$ cat src/trx_regs.svh
// Register offsets, field positions, masks and reset values of the receive-init and power register bank.
`ifndef TRX_REGS_SVH
`define TRX_REGS_SVH

`define TRX_OFS_RX_INIT_CONTROL    8'h24
`define TRX_OFS_RX_INIT_STATUS     8'h28
`define TRX_OFS_REFCLK_GATE        8'h2c
`define TRX_OFS_POWER_DOWN         8'h30
`define TRX_OFS_IRQ_STATUS         8'h34
`define TRX_OFS_IRQ_MASK           8'h3c
`define TRX_OFS_CONFIG             8'h60

`define TRX_RXI_FULL_RESET         0
`define TRX_RXI_PMA_RESET          1
`define TRX_RXI_EQ_RESET           2
`define TRX_RXI_RESERVED           3
`define TRX_RXI_PCS_RESET          4
`define TRX_RXI_BUF_RESET          5
`define TRX_RXI_USER_READY         6
`define TRX_RXI_PLL_AND_TRANSCEIVER_RESET       7

`define TRX_RXS_RESET_DONE         0
`define TRX_RXS_PMA_DONE           1
`define TRX_RXS_POWER_GOOD         2

`define TRX_PDC_CPLL               0
`define TRX_PDC_QPLL0              1
`define TRX_PDC_QPLL1              2
`define TRX_PDC_RX_LO              3
`define TRX_PDC_TX_LO              5

`define TRX_PDC_CH1_MASK           8'h7f
`define TRX_PDC_CHN_MASK           8'h79
`define TRX_REFCLK_MASK            32'h0000_0003

`define TRX_RESET_WORD             32'h0000_0000
`define TRX_UNMAPPED_READ          32'h0000_0000

`define TRX_CFG_DP                 0
`define TRX_CFG_FAMILY_LO          1

`endif

$ cat src/trx_pkg.sv
// Types shared by the receive-init and power register bank.
package trx_pkg;

	typedef enum logic [1:0]
	{
		TRX_FAM_OLDER  = 2'b00,
		TRX_FAM_NEWER  = 2'b01,
		TRX_FAM_LOWEST = 2'b10
	} trx_family_e;

	typedef struct packed
	{
		logic [31:0] rx_init_control;
		logic [1:0]  refclk_gate;
		logic [31:0] power_down;
		logic        dp_mode;
		logic [1:0]  family;
		logic [3:0]  irq_status;
		logic [3:0]  irq_mask;
		logic [3:0]  rx_done_prev;
		logic [3:0]  pg_prev;
		logic [31:0] rd_data;
	} trx_state_s;

endpackage

$ cat src/trx_rx_init_power_regs.sv
// Receive-init, reference clock gate and power-down register bank for four transceiver channels.
// How it works
// [RL1] Each channel owns one read-write byte of rx-init control, all zero after reset.
// [RL2] In DisplayPort mode the equalizer reset bit never reaches the transceiver.
// [RL3] DisplayPort on the newer family: PCS reset and user-ready unused; internal FSM drives ready.
// [RL4] Read-only rx status byte per channel: reset done, PMA done, power good.
// [RL5] DisplayPort on the older and lowest-cost families reads PMA reset done as constant one.
// [RL6] Rx power-good status uses the same signal as the tx status power-good bit.
// [RL7] Bits 0 and 1 drive the active-low enables of reference clock buffers.
// [RL8] Channel 1 power byte: channel PLL, quad PLL0, quad PLL1, rx and tx power-down.
// [RL9] Channels 2 to 4 hold only channel PLL, rx and tx power-down fields.
// [RL10] Quad PLL1 power-down drives the second PLL on newer and lowest-cost families.
// [RL11] Channel PLL power-down bits act only on the older family.
// [RL12] Reserved bits read zero, except rx-init control bit 3, which reads back; writes to them affect no control output.
`timescale 1ns/1ps
`include "trx_regs.svh"

module trx_rx_init_power_regs
	import trx_pkg::*;
#(
	parameter int NUM_CH = 4
)
(
	input  wire logic                clk,
	input  wire logic                rst_n,
	input  wire logic [7:0]          reg_addr,
	input  wire logic [31:0]         reg_wdata,
	input  wire logic                reg_wr,
	input  wire logic                reg_rd,
	output logic      [31:0]         reg_rdata,
	output logic                     irq,
	output logic      [NUM_CH-1:0]   rx_full_reset,
	output logic      [NUM_CH-1:0]   rx_pma_reset_a,
	output logic      [NUM_CH-1:0]   rx_equalizer_reset,
	output logic      [NUM_CH-1:0]   rx_pcs_reset_b,
	output logic      [NUM_CH-1:0]   rx_elastic_buffer_reset,
	output logic      [NUM_CH-1:0]   rx_user_ready,
	output logic      [NUM_CH-1:0]   pll_and_transceiver_reset,
	input  wire logic [NUM_CH-1:0]   rx_reset_complete,
	input  wire logic [NUM_CH-1:0]   rx_pma_reset_complete,
	input  wire logic [NUM_CH-1:0]   transceiver_power_good,
	input  wire logic [NUM_CH-1:0]   fsm_rx_user_ready,
	output logic                     refclk0_buffer_disable,
	output logic                     refclk1_buffer_disable,
	output logic      [NUM_CH-1:0]   channel_pll_power_down,
	output logic                     quad_pll0_power_down,
	output logic                     quad_pll1_power_down,
	output logic      [2*NUM_CH-1:0] rx_power_down,
	output logic      [2*NUM_CH-1:0] tx_power_down
);

	trx_state_s st_ff;
	trx_state_s nxt_st;

	// Status pins come from the transceiver clock domains, so each passes four flops, the last updating only when two stages agree.
	logic [NUM_CH-1:0] sync1_ff [3];
	logic [NUM_CH-1:0] sync2_ff [3];
	logic [NUM_CH-1:0] sync3_ff [3];
	logic [NUM_CH-1:0] stat_ff  [3];
	logic [NUM_CH-1:0] raw_in   [3];

	assign raw_in[0] = rx_reset_complete;
	assign raw_in[1] = rx_pma_reset_complete;
	assign raw_in[2] = transceiver_power_good;

	always_ff @(posedge clk)
	begin
		for (int k = 0; k < 3; k++)
		begin
			if (!rst_n)
			begin
				sync1_ff[k] <= '0;
				sync2_ff[k] <= '0;
				sync3_ff[k] <= '0;
				stat_ff[k]  <= '0;
			end
			else
			begin
				sync1_ff[k] <= raw_in[k];
				sync2_ff[k] <= sync1_ff[k];
				sync3_ff[k] <= sync2_ff[k];
				for (int c = 0; c < NUM_CH; c++)
				begin
					if (sync2_ff[k][c] == sync3_ff[k][c])
					begin
						stat_ff[k][c] <= sync3_ff[k][c];
					end
				end
			end
		end
	end

	logic        older;
	logic        dp_newer;
	logic [31:0] status_word;
	logic [31:0] pdc_wmask;
	logic [3:0]  events;

	assign older    = (st_ff.family == TRX_FAM_OLDER);
	// The lowest-cost family belongs to the older generation, so only the newer family hands control to the FSM.
	assign dp_newer = st_ff.dp_mode && (st_ff.family == TRX_FAM_NEWER);

	always_comb
	begin
		status_word = `TRX_RESET_WORD;
		for (int c = 0; c < NUM_CH; c++)
		begin
			status_word[8*c+`TRX_RXS_RESET_DONE] = stat_ff[0][c]; // RL4
			status_word[8*c+`TRX_RXS_PMA_DONE]   = (st_ff.dp_mode && !dp_newer) ? 1'b1 : stat_ff[1][c]; // RL5
			status_word[8*c+`TRX_RXS_POWER_GOOD] = stat_ff[2][c]; // RL6
		end
	end

	always_comb
	begin
		pdc_wmask = {`TRX_PDC_CHN_MASK, `TRX_PDC_CHN_MASK, `TRX_PDC_CHN_MASK, `TRX_PDC_CH1_MASK}; // RL8 RL9 RL12
	end

	// Events: a channel's rx reset done or power good rising.
	always_comb
	begin
		for (int c = 0; c < 4; c++)
		begin
			events[c] = (c < NUM_CH) && ((stat_ff[0][c] && !st_ff.rx_done_prev[c])
				|| (stat_ff[2][c] && !st_ff.pg_prev[c]));
		end
	end

	always_comb
	begin
		nxt_st = st_ff;
		nxt_st.rd_data = `TRX_UNMAPPED_READ;
		for (int c = 0; c < NUM_CH; c++)
		begin
			nxt_st.rx_done_prev[c] = stat_ff[0][c];
			nxt_st.pg_prev[c]      = stat_ff[2][c];
		end
		if (reg_wr)
		begin
			case (reg_addr)
				`TRX_OFS_RX_INIT_CONTROL: nxt_st.rx_init_control = reg_wdata; // RL1
				`TRX_OFS_REFCLK_GATE:     nxt_st.refclk_gate     = reg_wdata[1:0]; // RL7
				`TRX_OFS_POWER_DOWN:      nxt_st.power_down      = reg_wdata & pdc_wmask; // RL12
				`TRX_OFS_IRQ_STATUS:      nxt_st.irq_status      = st_ff.irq_status & ~reg_wdata[3:0];
				`TRX_OFS_IRQ_MASK:        nxt_st.irq_mask        = reg_wdata[3:0];
				`TRX_OFS_CONFIG:
				begin
					nxt_st.dp_mode = reg_wdata[`TRX_CFG_DP];
					nxt_st.family  = reg_wdata[`TRX_CFG_FAMILY_LO+1:`TRX_CFG_FAMILY_LO];
				end
				default: ;
			endcase
		end
		// Set is applied after the clear so an event in the clear cycle is kept.
		nxt_st.irq_status = nxt_st.irq_status | events;
		if (reg_rd)
		begin
			case (reg_addr)
				`TRX_OFS_RX_INIT_CONTROL: nxt_st.rd_data = st_ff.rx_init_control;
				`TRX_OFS_RX_INIT_STATUS:  nxt_st.rd_data = status_word; // RL4
				`TRX_OFS_REFCLK_GATE:     nxt_st.rd_data = {30'h0000_0000, st_ff.refclk_gate};
				`TRX_OFS_POWER_DOWN:      nxt_st.rd_data = st_ff.power_down; // RL12
				`TRX_OFS_IRQ_STATUS:      nxt_st.rd_data = {28'h000_0000, st_ff.irq_status};
				`TRX_OFS_IRQ_MASK:        nxt_st.rd_data = {28'h000_0000, st_ff.irq_mask};
				`TRX_OFS_CONFIG:          nxt_st.rd_data = {29'h0000_0000, st_ff.family, st_ff.dp_mode};
				default:                  nxt_st.rd_data = `TRX_UNMAPPED_READ;
			endcase
		end
	end

	always_ff @(posedge clk)
	begin
		if (!rst_n)
		begin
			st_ff <= '0;
		end
		else
		begin
			st_ff <= nxt_st;
		end
	end

	assign reg_rdata = st_ff.rd_data;
	assign irq       = |(st_ff.irq_status & st_ff.irq_mask);

	// Unused fields are forced inactive, or handed to the FSM for user-ready, rather than hidden from software, so readback stays honest.
	always_comb
	begin
		for (int c = 0; c < NUM_CH; c++)
		begin
			rx_full_reset[c]             = st_ff.rx_init_control[8*c+`TRX_RXI_FULL_RESET]; // RL1
			rx_pma_reset_a[c]            = st_ff.rx_init_control[8*c+`TRX_RXI_PMA_RESET];
			rx_equalizer_reset[c]        = !st_ff.dp_mode && st_ff.rx_init_control[8*c+`TRX_RXI_EQ_RESET]; // RL2
			rx_pcs_reset_b[c]            = !dp_newer && st_ff.rx_init_control[8*c+`TRX_RXI_PCS_RESET]; // RL3
			rx_elastic_buffer_reset[c]   = st_ff.rx_init_control[8*c+`TRX_RXI_BUF_RESET];
			rx_user_ready[c]             = dp_newer ? fsm_rx_user_ready[c]
				: st_ff.rx_init_control[8*c+`TRX_RXI_USER_READY]; // RL3
			pll_and_transceiver_reset[c] = st_ff.rx_init_control[8*c+`TRX_RXI_PLL_AND_TRANSCEIVER_RESET];
			channel_pll_power_down[c]    = older && st_ff.power_down[8*c+`TRX_PDC_CPLL]; // RL11
			rx_power_down[2*c+:2]        = st_ff.power_down[8*c+`TRX_PDC_RX_LO+:2]; // RL9
			tx_power_down[2*c+:2]        = st_ff.power_down[8*c+`TRX_PDC_TX_LO+:2]; // RL9
		end
	end

	assign refclk0_buffer_disable = st_ff.refclk_gate[0]; // RL7
	assign refclk1_buffer_disable = st_ff.refclk_gate[1]; // RL7
	assign quad_pll0_power_down   = st_ff.power_down[`TRX_PDC_QPLL0]; // RL8
	assign quad_pll1_power_down   = st_ff.power_down[`TRX_PDC_QPLL1]; // RL10

endmodule

$ cat config.mk
export PLATFORM = sky130hd
export DESIGN_NAME = trx_rx_init_power_regs
export DESIGN_NICKNAME = d
export VERILOG_FILES = /design/src/trx_pkg.sv /design/src/trx_rx_init_power_regs.sv
export VERILOG_INCLUDE_DIRS = /design/src /design/src/src
export SDC_FILE = /design/constraint.sdc
export NUM_CORES = 1
export LEC_CHECK = 0
export BUFFER_PORTS_ARGS = -buffer_cell sky130_fd_sc_hd__buf_2
export CAP_MARGIN = 40
export CELL_PAD_IN_SITES_DETAIL_PLACEMENT = 0
export CELL_PAD_IN_SITES_GLOBAL_PLACEMENT = 1
export CORE_MARGIN = 4
export CORE_UTILIZATION = 44
export DETAILED_ROUTE_END_ITERATION = 7
export GPL_ROUTABILITY_DRIVEN = 0
export PLACE_DENSITY = 0.88
export REMOVE_ABC_BUFFERS = 1
export SLEW_MARGIN = 20
export SYNTH_ARGS = -nofsm -noshare
export SYNTH_HDL_FRONTEND = slang
export SYNTH_SLANG_ARGS = --single-unit
$ cat constraint.sdc
create_clock -name clk -period 2.9 [get_ports clk]
set_input_delay 0.145 -clock clk [delete_from_list [all_inputs] [get_ports clk]]
set_output_delay 0.145 -clock clk [all_outputs]
set_load 0.1 [all_outputs]
# After elaboration in Yosys (flattened, before gate mapping)
# Memory sizes are Yosys's and may differ from the RTL's.
# Index checks and enable logic that the tools add are counted.
dict set report classes {
  n_eq_ne 20
  reduce_logical 44
  bitwise_logic 25
  n_mux 71
}
# operator n
set ops {}
lappend ops {{32-bit one-hot mux with 7 select lines} 1}
lappend ops {{1-bit 2-to-1 mux} 58}
lappend ops {{8-bit by 6-bit == test with 1-bit output (second input constant)} 6}
lappend ops {{4-bit 2-to-1 mux} 11}
lappend ops {{1-bit logical AND} 22}
lappend ops {{1-bit bitwise OR} 21}
lappend ops {{1-bit == test} 12}
lappend ops {{2-bit AND reduction} 6}
lappend ops {{1-bit zero test} 10}
lappend ops {{4-bit bitwise AND} 2}
lappend ops {{8-bit by 7-bit == test with 1-bit output (second input constant)} 1}
lappend ops {{8-bit 2-to-1 mux} 1}
lappend ops {{1-bit logical OR} 4}
lappend ops {{4-bit inverter} 1}
lappend ops {{4-bit bitwise OR} 1}
lappend ops {{4-bit OR reduction} 1}
lappend ops {{2-bit by 1-bit == test with 1-bit output (second input constant)} 1}
lappend ops {{2-bit zero test} 1}
dict set report totals {
  ramBits 48
  mem_count 4
  out_inout_bits 85
  inputBits 60
  ff_bits 107
  elab_cells 174
}
# name words word_bits rd rd_clocked_by_memory_dff wr line
set mem_list {}
lappend mem_list {stat_ff 3 4 3 0 3 trx_rx_init_power_regs.sv:59} ;# logic [NUM_CH-1:0] stat_ff [3];
lappend mem_list {sync1_ff 3 4 3 0 3 trx_rx_init_power_regs.sv:56} ;# logic [NUM_CH-1:0] sync1_ff [3];
lappend mem_list {sync2_ff 3 4 3 0 3 trx_rx_init_power_regs.sv:57} ;# logic [NUM_CH-1:0] sync2_ff [3];
lappend mem_list {sync3_ff 3 4 3 0 3 trx_rx_init_power_regs.sv:58} ;# logic [NUM_CH-1:0] sync3_ff [3];

# Longest topological paths before layout
dict set report logic_depth {
  word_depth 6
  ltp_mapped 7
  mapped_depth_nobuf 4
}

# Worst setup path before layout
# No wires, ideal clock.
dict set report synth_timing {
  path_kind {reg2reg}
  startpoint {register st_ff (netlist bit quad_pll0_power_down)}
  endpoint {register st_ff (netlist bit reg_rdata[1])}
  stages_incl_launch_ff 5
  setup_ns 0.076
  synth_period_minus_slack_ns 2.009
  arrival_time_ns 1.933
  slack_ns 0.891
  required_ns 2.824
  cell_sequence {dfxtp_1 > or3b_1 > a2111oi_2 > a221oi_1 > a31oi_1}
}
dict set report synth_between {
  elab_chain_len 1
}
# item line
set synth_rtl {}
lappend synth_rtl {{start, declared} trx_rx_init_power_regs.sv:52} ;# trx_state_s st_ff;
lappend synth_rtl {{start signal, assigned} trx_rx_init_power_regs.sv:179} ;# st_ff <= nxt_st;
lappend synth_rtl {{32-bit one-hot mux with 7 select lines} trx_rx_init_power_regs.sv:158} ;# case (reg_addr)
# Every way passes these cells.
# A chain may end at the register's enable or synchronous reset.

# Worst setup path in the final report
dict set report layout_timing {
  startpoint {register st_ff[50] (netlist name)}
  endpoint {output port rx_user_ready[2]}
}
dict set report layout_between {
  elab_chain_len 2
}
# item line
set layout_rtl {}
lappend layout_rtl {{1-bit logical AND} trx_rx_init_power_regs.sv:101} ;# assign dp_newer = st_ff.dp_mode && (st_ff.family == TRX_FAM_NEWER);
lappend layout_rtl {{1-bit 2-to-1 mux} trx_rx_init_power_regs.sv:196} ;# rx_user_ready[c] = dp_newer ? fsm_rx_user_ready[c]
lappend layout_rtl {{end, declared} trx_rx_init_power_regs.sv:37} ;# output logic [NUM_CH-1:0] rx_user_ready,
# Every way passes these cells.

==> results.toml <==
[run_status]
outcome = "complete, no violations"

[grt]
grt_pass1_vias = 4804
grt_max_degree = 95
gr-total-overflow = 0
antenna_found_initial = 0
grt_first_pass_wirelength_mm = 24.6
track_usage = 0.189

[final_layout]
drive_above_1_share = 0.244
nNetsFinal = 850
final_cells = 983
nFillCells = 1287
fin_area_um2 = 7720
antenna_cells = 0
syn_to_final_growth_pct = 20.1

[logic_synthesis]
synth-seq-area-share = 0.502
syn_avg_cell_area_um2 = 9.42
ys.flop_type = "dfxtp_1"
synth_edf_count = 12
yosysTopAreaCellShare = 0.446
synth.largest_area_cell = "dfxtp_1"
synth_area_leaders = "dfxtp_1, buf_4, nand2_1"
yosys_warnings = 0
yosysUniqueCellTypes = 43
ys_async_sr_fraction = 0
syn_area_um2 = 6420
synth_cells = 682
ys_ff_latch = 155

[pwr]
cellLeakagePower_uw = 0.00331
ir_worst_vdd_mv = 0.429
pwr_density_cell_nw_per_um2 = 585
total_power_uw = 4520

[cts]
cts_tree = "built"
cts_sinks = 155
clkTransAtPathRegs_ps = 70
cts_setup_buffers = 0
htree_levels = 4
cts_buffers = 17
root_buffer = "clkbuf_16"
worstSkewPairLatency_ps = 430
cts_resized = 0
cts_buffer_depth = 2

[timing]
skew_ps = 9.79
hold_violations = 0
tightest_slew_ps = 807
rsz0062_at_grt = "false"
hold_ws_ps = 26.6
clock.fmax_mhz = 425
finalCritPeriodShare = 0.812
setup_tns_ps = 0
slew_violations = 0
relSlewSlack = 0.462
setup_viol = 0
fin_crit_ps = 2360

[place]
dp.cells = 910
place_area_um2 = 6750
port_buffers = 144
dp_hpwl_mm = 10.1

[setup_path]
crit_fanout = 8
crit_chain = "nand3_1, mux2_2, buf_2"
critPathLaunch = "st_ff[50]"
cp_data_required_time_ps = 2760
critPathCaptureType = "primary output"
critical_path_class = "reg -> out"
reg2reg_depth = 3
crit_arrival_ps = 2210
critPathSlowestCell = "dfxtp_1"
crit_path_max_incr_delay_ps = 620
r2r_start = "st_ff[50]"
cp-start-kind = "flip-flop"

[die]
fp.dieW_um = 129
die-area_um2 = 16600
rows = 43
io_pins = 145
initial_core_util = 0.456
core_area_um2 = 14100
die_height_um = 129

[detailed_routing]
met3_length_um = 950
vias_per_cell = 5.01
wl_met2_mm = 7.40
m1WireLength_mm = 6.70
via_count = 4923
wirelength_mm = 15.3
wl_per_cell_um = 15.6
dr.pass1.iters = 4
drc = 0
dr.max_layer_used = "met4"
drt_iter0_markers = 275
ant_nets = 0

[worst_hold_path]
hold_class = "in -> reg"
min_path_cells = 3
hold_start = "reg_wdata[2]"

[flow_run]
drv_cap = 0
[cell type report]
class                   count  area (um^2)  area share
flip-flops and latches    155         3220       0.418
multi-input cells         412         2470       0.320
repair buffers            194         1210       0.157
clock buffers              17          425      0.0551
well taps                 180          225      0.0292
clock inverters            15          129      0.0167
inverters                  10         37.5     0.00486
[sequential cells by signal (all words and copies together), names as in the netlist, 4 cells and up]
register                   count
rx_elastic_buffer_reset        4
sync3_ff                      12
rx_full_reset                  4
stat_ff                       12
st_ff                         39
reg_rdata                     32
rx_pma_reset_a                 4
sync2_ff                      12
tx_power_down                  8
rx_power_down                  8
sync1_ff                      12
pll_and_transceiver_reset      4
[cells in the final DEF (no fill, tap or decap), drive strengths merged, types with 21 or more instances in the layout]
cell	Yosys	layout
a21boi	63	63
a22oi	21	21
and2	55	55
and3	22	22
buf	84	153
dfxtp	143	143
dlygate4sd3	0	41
inv	10	21
nand2	128	128
nor2	24	24
[logic make-up after synthesis]
logic type,count (synthesis),synth area share
flops,155,0.502
compound gates,119,0.138
mux,11,0.0179
buf+inv,115,0.114
xor+xnor,12,0.0164
simple gates,270,0.212
[final timing paths]
path	slack, ps	endpoint
min reg2reg	430	sync2_ff[0][3]
max	540	rx_user_ready[2]
max reg2reg	1330	reg_rdata[17]
min	30	quad_pll1_power_down
[metrics by stage]
| stage | worst slack (ps) | utilization |
|---|---|---|
| after global placement | 877 | 0.478 |
| final | 544 | 0.547 |
| after CTS | 531 | 0.547 |
| after detailed placement | 826 | 0.479 |
| after global routing | 485 | 0.547 |
| after floorplan | 847 | - |
[per-layer routing]
layer  vias up  GRT usage
li1       2427          -
met1      2303      0.239
met2       172      0.314
met3        21     0.0465
met4         0     0.0698
met5         -          0
[synth_stat cells (all sizes together) (7+ instances only)]
cell,number
and2,55
nor2,24
nand2,128
edfxtp,12
a21oi,7
dfxtp,143
o21ai,8
nand3,9
inv,10
clkbuf,21
mux2i,7
and3,22
a22oi,21
buf,84
a21boi,63
nor2b,12
xor2,12
[repair_timing]
item / CTS / global route
hold buffers: 41 / 0
setup endpoints to repair: 0 / 0
hold endpoints to repair: 59 / 0
[where the power goes]
| part | leakage, uW | internal (uW) | switching (uW) | total (uW) |
|---|---|---|---|---|
| Clock | 0.000273 | 1130 | 961 | 2090 |
| Sequential | 0.00130 | 2190 | 19.0 | 2210 |
| Combinational | 0.00174 | 114 | 102 | 216 |
| Total | 0.00331 | 3430 | 1080 | 4520 |
[worst max-delay path: cells and delay by family, from the launching register on]
kind / cells / cell delay, ps
buffers and inverters: 1 / 420
and+or+nand+nor: 1 / 410
DFF: 1 / 620
muxes: 1 / 340
Note: power is estimated with default switching activity, not from simulation.
